## config.mk

```make
export PLATFORM = sky130hd
export DESIGN_NAME = serial_shift_latch_sink_driver
export DESIGN_NICKNAME = d
export VERILOG_FILES = /design/src/shared/sink_driver_pkg.sv /design/src/core/snapshot_fifo.sv /design/src/core/serial_shift_latch_sink_driver.sv
export SDC_FILE = /design/constraint.sdc
export NUM_CORES = 1
export LEC_CHECK = 0
export ABC_CLOCK_PERIOD_IN_PS = 5100
export BUFFER_PORTS_ARGS = -buffer_cell sky130_fd_sc_hd__clkbuf_2
export CORE_MARGIN = 2
export CORE_UTILIZATION = 64
export DETAILED_ROUTE_END_ITERATION = 6
export PLACE_DENSITY = 0.9
export SYNTH_ARGS = -nofsm -noshare
export SYNTH_HDL_FRONTEND = slang
export SYNTH_SLANG_ARGS = --single-unit
```

## constraint.sdc

```tcl
create_clock -name clk -period 5.1 [get_ports clk]
set_input_delay 0 -clock clk [delete_from_list [all_inputs] [get_ports clk]]
set_output_delay 0 -clock clk [all_outputs]
set_load 0.1 [all_outputs]
```

## src/shared/sink_driver_pkg.sv

```systemverilog
package sink_driver_pkg;

    localparam int CHANNELS = 12;
    localparam int FIFO_DEPTH = 8;
    localparam int SYNC_STAGES = 2;

    // pins as seen at the device boundary, sampled together
    typedef struct packed {
        logic shift_strobe;
        logic latch_strobe;
        logic chain_input;
        logic wipe_low;
        logic out_enable_low;
    } pin_bundle_t;

    // idle levels: wipe released, outputs disabled
    localparam pin_bundle_t PINS_RESET = 5'h03;
    localparam logic [CHANNELS-1:0] LATCH_RESET = 12'h000;
    localparam logic CHAIN_RESET = 1'b0;

endpackage

```

## src/core/snapshot_fifo.sv

```systemverilog
`timescale 1ns/1ns
module snapshot_fifo #(
    parameter int WIDTH = 12,
    parameter int DEPTH = 8
) (
    input wire logic clk,
    input wire logic rst,
    input wire logic clear,
    input wire logic in_valid,
    output logic in_ready,
    input wire logic [WIDTH-1:0] in_data,
    output logic out_valid,
    input wire logic out_ready,
    output logic [WIDTH-1:0] out_data
);
    localparam int AW = (DEPTH > 1) ? $clog2(DEPTH) : 1;
    localparam int CW = $clog2(DEPTH + 1);

    logic [WIDTH-1:0] mem_q [DEPTH];
    logic [AW-1:0] wr_ptr_q;
    logic [AW-1:0] rd_ptr_q;
    logic [CW-1:0] count_q;
    logic out_valid_q;
    logic [WIDTH-1:0] out_data_q;
    logic push;
    logic load;

    assign in_ready = (count_q != CW'(DEPTH));
    assign push = in_valid && in_ready;
    // refill the output register when it is empty or being drained
    assign load = (count_q != '0) && (!out_valid_q || out_ready);
    assign out_valid = out_valid_q;
    assign out_data = out_data_q;

    always_ff @(posedge clk) begin
        if (push) begin
            mem_q[wr_ptr_q] <= in_data;
        end
    end

    always_ff @(posedge clk) begin
        if (rst || clear) begin
            wr_ptr_q <= '0;
        end else if (push) begin
            wr_ptr_q <= (wr_ptr_q == AW'(DEPTH - 1)) ? '0 : wr_ptr_q + 1'b1;
        end
    end

    always_ff @(posedge clk) begin
        if (rst || clear) begin
            rd_ptr_q <= '0;
        end else if (load) begin
            rd_ptr_q <= (rd_ptr_q == AW'(DEPTH - 1)) ? '0 : rd_ptr_q + 1'b1;
        end
    end

    always_ff @(posedge clk) begin
        if (rst || clear) begin
            count_q <= '0;
        end else if (push && !load) begin
            count_q <= count_q + 1'b1;
        end else if (load && !push) begin
            count_q <= count_q - 1'b1;
        end
    end

    always_ff @(posedge clk) begin
        if (rst || clear) begin
            out_valid_q <= 1'b0;
            out_data_q <= '0;
        end else if (load) begin
            out_valid_q <= 1'b1;
            out_data_q <= mem_q[rd_ptr_q];
        end else if (out_ready) begin
            out_valid_q <= 1'b0;
        end
    end
endmodule

```

## src/core/serial_shift_latch_sink_driver.sv

```systemverilog
`timescale 1ns/1ns
// Overview of operation
// - wipe low clears shift stages and latch
// - latch reaches outputs only with wipe high
// - enable low drives sinks from latch bits
// - enable high turns every sink off
// - latch strobe rise copies stages in parallel
// - shift strobe rise shifts input into stage0
// - twelve stages, chain output shows last
// - chain output updates on shift strobe fall
// - twelve independent open-drain sink outputs
// - bit one sinks current, zero is off
module serial_shift_latch_sink_driver
    import sink_driver_pkg::*;
#(
    parameter int CH = CHANNELS,
    parameter int DEPTH = FIFO_DEPTH
) (
    input wire logic clk,
    input wire logic rst,
    input wire logic shift_strobe,
    input wire logic latch_strobe,
    input wire logic chain_input,
    input wire logic wipe_low,
    input wire logic out_enable_low,
    input wire logic update_hold,
    input wire logic [CH-1:0] sink_outputs_sense,
    output logic [CH-1:0] sink_outputs_drive,
    output logic [CH-1:0] sink_outputs_oe,
    output logic chain_output,
    output logic snapshot_ready
);
    pin_bundle_t pins_raw;
    pin_bundle_t meta_q;
    pin_bundle_t sync_q;
    pin_bundle_t prev_q;
    logic shift_rise;
    logic shift_fall;
    logic latch_rise;
    logic wipe;
    logic [CH-1:0] stages_q;
    logic [CH-1:0] snap_q;
    logic snap_valid_q;
    logic [CH-1:0] storage_q;
    logic [CH-1:0] sink_oe_q;
    logic [CH-1:0] sink_o_q;
    logic chain_q;
    logic ready_q;
    logic fifo_in_ready;
    logic fifo_out_valid;
    logic [CH-1:0] fifo_out_data;

    assign pins_raw = pin_bundle_t'({shift_strobe, latch_strobe,
        chain_input, wipe_low, out_enable_low});

    // two-flop synchroniser, then one more stage for edge detection
    always_ff @(posedge clk) begin
        if (rst) begin
            meta_q <= PINS_RESET;
            sync_q <= PINS_RESET;
            prev_q <= PINS_RESET;
        end else begin
            meta_q <= pins_raw;
            sync_q <= meta_q;
            prev_q <= sync_q;
        end
    end

    // one-cycle pulses on both edges of the synced shift strobe and on the latch strobe rise
    assign shift_rise = sync_q.shift_strobe && !prev_q.shift_strobe;
    assign shift_fall = !sync_q.shift_strobe && prev_q.shift_strobe;
    assign latch_rise = sync_q.latch_strobe && !prev_q.latch_strobe;
    assign wipe = !sync_q.wipe_low;

    always_ff @(posedge clk) begin
        if (rst || wipe) begin
            stages_q <= LATCH_RESET;
        end else if (shift_rise) begin
            stages_q <= {stages_q[CH-2:0], sync_q.chain_input};
        end
    end

    // moving on the fall gives a cascaded part half a period of hold
    always_ff @(posedge clk) begin
        if (rst || wipe) begin
            chain_q <= CHAIN_RESET;
        end else if (shift_fall) begin
            chain_q <= stages_q[CH-1];
        end
    end

    // snapshot waits here while the fifo is full; a newer one replaces it
    always_ff @(posedge clk) begin
        if (rst || wipe) begin
            snap_valid_q <= 1'b0;
            snap_q <= LATCH_RESET;
        end else if (latch_rise) begin
            snap_valid_q <= 1'b1;
            snap_q <= stages_q;
        end else if (fifo_in_ready) begin
            snap_valid_q <= 1'b0;
        end
    end

    // snapshots queue here so a held update loses none up to depth
    snapshot_fifo #(
        .WIDTH(CH),
        .DEPTH(DEPTH)
    ) u_fifo (
        .clk(clk),
        .rst(rst),
        .clear(wipe),
        .in_valid(snap_valid_q),
        .in_ready(fifo_in_ready),
        .in_data(snap_q),
        .out_valid(fifo_out_valid),
        .out_ready(!update_hold),
        .out_data(fifo_out_data)
    );

    // storage takes the oldest queued snapshot once the hold lifts
    always_ff @(posedge clk) begin
        if (rst || wipe) begin
            storage_q <= LATCH_RESET;
        end else if (fifo_out_valid && !update_hold) begin
            storage_q <= fifo_out_data;
        end
    end

    // a one in the enable pulls that pad low, so the channel sinks
    always_ff @(posedge clk) begin
        if (rst || wipe || sync_q.out_enable_low) begin
            sink_oe_q <= '0;
        end else begin
            sink_oe_q <= storage_q;
        end
    end

    // open-drain: the pad level is only ever pulled low
    always_ff @(posedge clk) begin
        sink_o_q <= '0;
    end

    always_ff @(posedge clk) begin
        if (rst) begin
            ready_q <= 1'b0;
        end else begin
            ready_q <= fifo_in_ready;
        end
    end

    assign sink_outputs_drive = sink_o_q;
    assign sink_outputs_oe = sink_oe_q;
    assign chain_output = chain_q;
    assign snapshot_ready = ready_q;
endmodule

```

After elaboration in Yosys (flattened, before gate mapping)
Memory sizes are Yosys's and may differ from the RTL's. A register that Yosys moved wholly into a read port is not among the register bits.
Cells that the tools add are included.

cells by class
  $add $sub $neg = 4
  eq/ne operators = 4
  mux-type cells = 10
  reductions and logical operators = 22

operators with widths
  kind                   count
  $logic_and A1 B1 Y1    8
  $logic_not A1 Y1       8
  $mux W4                2
  $add A3 B1 Y3 const B  2
  $eq A3 B3 Y1 const B   2
  $mux W1                6
  $mux W3                2
  $add A4 B1 Y4 const B  1
  $ne A4 B4 Y1 const B   1
  $reduce_bool A2 Y1     2
  $reduce_bool A4 Y1     1
  $sub A4 B1 Y4 const B  1
  $logic_or A1 B1 Y1     3
  $ne A2 B1 Y1 const B   1

storage, ports and cells
  register bits = 74
  bits in writable memories = 96
  input bits = 20
  output and inout port bits = 26
  word-level logic and storage cells = 64
  memories kept = 1

memory list
  name          depth  bits a word  rd ports  clocked after memory_dff  write ports  line                 text
  u_fifo.mem_q  8      12           1         1                         1            snapshot_fifo.sv:19  logic [WIDTH-1:0] mem_q [DEPTH];

Depth between registers and ports, before layout
  word-level depth = 6
  depth in mapped cells = 11
  depth with buffers taken out = 10

Cells and area by module
From an unflattened synthesis, not the netlist that was laid out.

second synthesis, totals
  cells, all modules = 495
  area total of the unflattened synthesis = 6767.7 sq um

by module, submodules not included
  module                          times used  cells each  area an instance (sq um)  seq. area each (sq um)
  snapshot_fifo                   1           259         4590.7                    3343.2
  serial_shift_latch_sink_driver  1           236         2177.1                    1261.2

Least setup slack after synthesis
OpenSTA, ideal clock, no wires.

  path kind = register -> register
  start point = register u_fifo.count_q[0]
  end point = memory u_fifo.mem_q[0][0], enable pin
  setup time = 0.412 ns
  arrival = 2.008 ns
  data required time = 4.688 ns
  setup slack = 2.679 ns
  cell stages (with the launch flop) = 5
  buffers on the path = 1
  period minus slack after synthesis = 2.421 ns
  path through = dfxtp_1 -> nor4b_1 -> nand2b_1 -> buf_2 -> nor4_1

between the ends
  longest elaborated chain between the ends = 4

RTL lines
  what                           line                 text
  start, declared                snapshot_fifo.sv:22  logic [CW-1:0] count_q;
  start signal, assigned         snapshot_fifo.sv:61  count_q <= count_q + 1'b1;
  start signal, assigned         snapshot_fifo.sv:63  count_q <= count_q - 1'b1;
  $ne A4 B4 Y1                   snapshot_fifo.sv:28  assign in_ready = (count_q != CW'(DEPTH));
  $logic_and A1 B1 Y1            snapshot_fifo.sv:29  assign push = in_valid && in_ready;
  $mux W1                        snapshot_fifo.sv:36  if (push) begin
  $mux W1 (implied by the code)  snapshot_fifo.sv:37  mem_q[wr_ptr_q] <= in_data;
  end, declared                  snapshot_fifo.sv:19

Every way passes these cells.

Worst setup path in the final report
  start point = register u_fifo.count_q[0]
  end point = register u_fifo.count_q[3]

between the ends
  longest elaborated chain between the ends = 5
  elaborated cells on any way between the ends = 13
  classes of those cells = add/sub: 2; eq/ne: 1; mux: 2; reduce/logical: 8

RTL lines
  what                          line                 text
  $ne A4 B4 Y1 (*)              snapshot_fifo.sv:28
  $logic_and A1 B1 Y1 (*)       snapshot_fifo.sv:29
  named net u_fifo.push         snapshot_fifo.sv:25  logic push;
  $logic_not A1 Y1              snapshot_fifo.sv:62  end else if (load && !push) begin
  $logic_and A1 B1 Y1           snapshot_fifo.sv:62
  $reduce_bool A2 Y1 (no line)  --

Mark *: on every way through the listed nets, which the timed path passes. The rest lies on a longest branch. The select of a mux whose other input is x is not followed.
A chain may end at the register's enable or synchronous reset.

==> metrics.md <==
| Metric | Value |
|---|---|
| HPWL Detailed | between 7000 and 8000 um |
| Netlist cell types | 36 |
| Synth Cell Area | roughly 6700 um^2 |
| Core ar. | 10200 um^2 |
| DRT Pass-1 Iters | 5 |
| Area Growth Syn to Fin | 13.0% |
| Status | finished, final reports clean |
| Highest Clock Rate | between 300 and 400 MHz |
| Total global-route track usage | 23.9% |
| Power Density | roughly 480 nW/um^2 |
| Crit path kind | flip-flop to flip-flop |
| WHS Endpoint | sync_q[3] |
| Fill cell count | around 610 |
| CP Launch Type | flip-flop |
| DIE HEIGHT | approximately 110 um |
| Register area | around 4600 um^2 |
| Worst-Skew Late Latency | 540 ps |
| Yosys top cell area share | a little over two fifths |
| Crit path cell chain | nor4b_1, nand2b_1, inv_1, ha_1, inv_1, ha_1, a21oi_1, nand3_1, a211oi_1, a31o_2 |
| Initial core utilization | between 60% and 70% |
| Clk slew on worst S/H paths | ~70 ps |
| Endpoints failing setup | 0 |
| Post-route cell area | 7560 um^2 |
| Largest net degree at the start of global routing | 39 |
| Delay-heaviest family, CP | simple AND/OR/NAND/NOR gates |
| Cell taking the most area after synthesis | edfxtp_1 |
| Largest family of logic cells by synthesized area | simple AND/OR/NAND/NOR gates |
| Final Hold Vio Count | 0 |
| Fin. max-slew vios | 0 |
| Critical R2R Capture | u_fifo.count_q[3] |
| Min Tclk post-route | approximately 3100 ps |
| Seq cells post-synth | 182 |
| Top Ports | 46 |
| Worst Setup SP | u_fifo.count_q[0] |
| Multi-input gate area | between 1500 and 2000 um^2 |
| Worst EP required | approximately 5600 ps |
| Launch point of the worst reg-to-reg path | u_fifo.count_q[0] |
| Synth Area in Adders | 1.61% |
| Post-Route Skew | ~7.6 ps |
| Post-Syn Area per Cell | approximately 14 um^2 |
| IO buf count | 21 |
| Vias in the first global route | roughly 3900 |
| CP Capture Type | flip-flop |
| Simple-gate share of the synthesized area | around 12% |
| Slew @ Worst Pin | around 1300 ps |
| XOR/XNOR Fraction of Synth Area | 0.262% |
| Initial antenna violation count | 0 |
| CTS max path bufs | 2 |
| Post-synthesis mux area share | 8.38% |
| Seq/Total Area, Yosys | a little under 70% |
| Vias/cell | 5.70 |
| R2R cell count | 10 |
| Buffers & Inverters on Critical Path | 2 |
| Routed Antenna Nets | 0 |
| Total Wirelength | 12200 um |
| Die Area | 11300 um^2 |
| Hold WC Path Type | input port to flip-flop |
| Leakage | 2.62 nW |
| DRT iter0 DRCs | between 400 and 500 |
| Cell Area, Placed | around 7000 um^2 |
| CTS tree | built |
| Cell Rows | 37 |
| Final #Nets | 556 |
| CTS Buf Count | 17 |
| Final period util | 61.5% |
| Gr ovfl total | 0 |
| Hold path cells | 3 |
| Crit path depth | 10 |
| Slew headroom | 11.9% |
| # diodes | 0 |
| H-Tree Depth | 4 |
| Critical-path top delay cell | nor4b_1 |
| Post-cts gate resize count | 0 |
| Worst VDD drop | about 370 uV |
| Routed len/inst | 18.0 um |
| Setup slack, reg-to-reg | approximately 2000 ps |
| RD Place Congestion | 0.746 |
| Synth top area cells | edfxtp_1 (43%), dfxtp_1 (26%), mux4_2 (8.1%), nand2_1 (4.8%), a21oi_1 (3.4%) |
| Ys Warns | 0 |
| Most frequent cells in the layout | edfxtp_1 (96), dfxtp_1 (86), nand2_1 (85), a21oi_1 (46), nor2_1 (25) |
| First-pass GRT wire length | ~20000 um |
| Fraction of layout cells with a size suffix above 1 | 18.7% |
| Routed via count | between 3000 and 4000 |
| Crit-path max FO | 9 |
| Commonest non-fill, non-tap cell in the layout | edfxtp_1 |
| DRC violations left | 0 |
| MaxCap Viol Count | 0 |
| Synth Area in Compound Gates | under 10% |
| Max incr delay on CP | approximately 700 ps |
| CP Data Arrival Time | between 3000 and 4000 ps |
| Syn Inst Count | ~490 |
| Clk sinks | roughly 180 |
| Setup TNS Final | 0 ps |
| Root buffer cell | clkbuf_8 |
| Worst hold start | rst |
| RSZ-0062 raised after global routing | no |
| Die X | between 100 and 150 um |
-- kinds of logic after synthesis --
logic type               count (synthesis)
adder cells (fa/ha/maj)                  8
flip-flops                             182
multiplexers                            26
AO/OA/AOI/OAI                           62
other                                    1
AND/OR/NAND/NOR                        171
buffers and inverters                   42
XOR/XNOR                                 2
-- registers in the layout (all words and copies together), names as in the netlist --
signal and count:
snapshot_ready 1, u_fifo.count_q 4, u_fifo.out_valid 1, sink_outputs_oe 12, u_fifo.mem_q 96, storage_q 12, u_fifo.rd_ptr_q 3, chain_output 1
prev_q 2, u_fifo.wr_ptr_q 3, u_fifo.out_data 12, snap_valid_q 1, sync_q 5, snap_q 12, stages_q 12, meta_q 5
-- per-stage QoR --
| step | utilization [%] | hold slack, ps | cells | total power [mW] | worst slack [ps] |
|---|---|---|---|---|---|
| 4_1_cts | 73.9 | 328 | 677 | 3.64 | 2000 |
| 5_1_grt | 73.9 | 397 | 677 | 3.77 | 1700 |
| 6_report | 73.9 | 373 | 677 | 3.62 | 1960 |
| 3_5_place_dp | 67.2 | 184 | 633 | 2.41 | 2050 |
| 3_3_place_gp | 67.2 | 182 | 633 | 2.37 | 2220 |
| 2_1_floorplan | - | 71.6 | 505 | 2.30 | 2680 |
-- layer usage --
| metal | vias up | GRT usage [%] | part of all wire [%] |
|---|---|---|---|
| li1 | 1804 | - | - |
| met1 | 1878 | 28.5 | 39 |
| met2 | 144 | 41.6 | 52 |
| met3 | 30 | 5.95 | 6.5 |
| met4 | 0 | 9.68 | 2.1 |
| met5 | - | 0 | 0 |
-- worst max-delay path by stage --
stage	end	slack [ps]
2_1_floorplan	u_fifo.mem_q[0][0]	2680
3_3_place_gp	u_fifo.count_q[3]	2220
3_5_place_dp	u_fifo.count_q[3]	2050
4_1_cts	u_fifo.count_q[3]	2000
5_1_grt	u_fifo.count_q[3]	1700
6_report	u_fifo.count_q[3]	1960
-- synthesized netlist by cell type, drive strengths merged --
library cell and number:
edfxtp 96, and2 12, nor4b 1, a211oi 1, nor4 2, a31o 1
a211o 1, mux4 24, fa 1, ha 7, nand2 85, a21oi 47
nand2b 8, buf 21, o22ai 12, or2 4, nand3b 1, dfxtp 86
or4 1, nor3 16, clkbuf 17, conb 1, or3 2, nor2b 11
xnor2 1, xor2 1, mux2i 2, nand3 3, inv 4, nor2 25
-- repair_timing --
item / CTS / global route
hold endpoints to repair: 32 / 0
hold buffers: 12 / 0
buffers inserted: 0 / 0
-- area by class of cell --
class                      instances  area share [%]
tap                              136            2.25
sequential                       182            60.9
multi-input combinational        281            25.3
clock buffer                      19            5.86
inverter                           4           0.199
clock inverter                    13            1.59
timing repair buffer              42            3.87
-- worst min-delay path, cell delays in order --
cell and delay [ps]:
dlygate4sd3_1 530, clkbuf_2 260, nor2b_1 70
-- where the power goes --
group	total, mW	internal, mW	switching, mW
clock	1.23	0.682	0.546
combinational	0.718	0.282	0.435
sequential	1.68	1.61	0.0633
No activity file was read; power rests on OpenSTA's default activity.
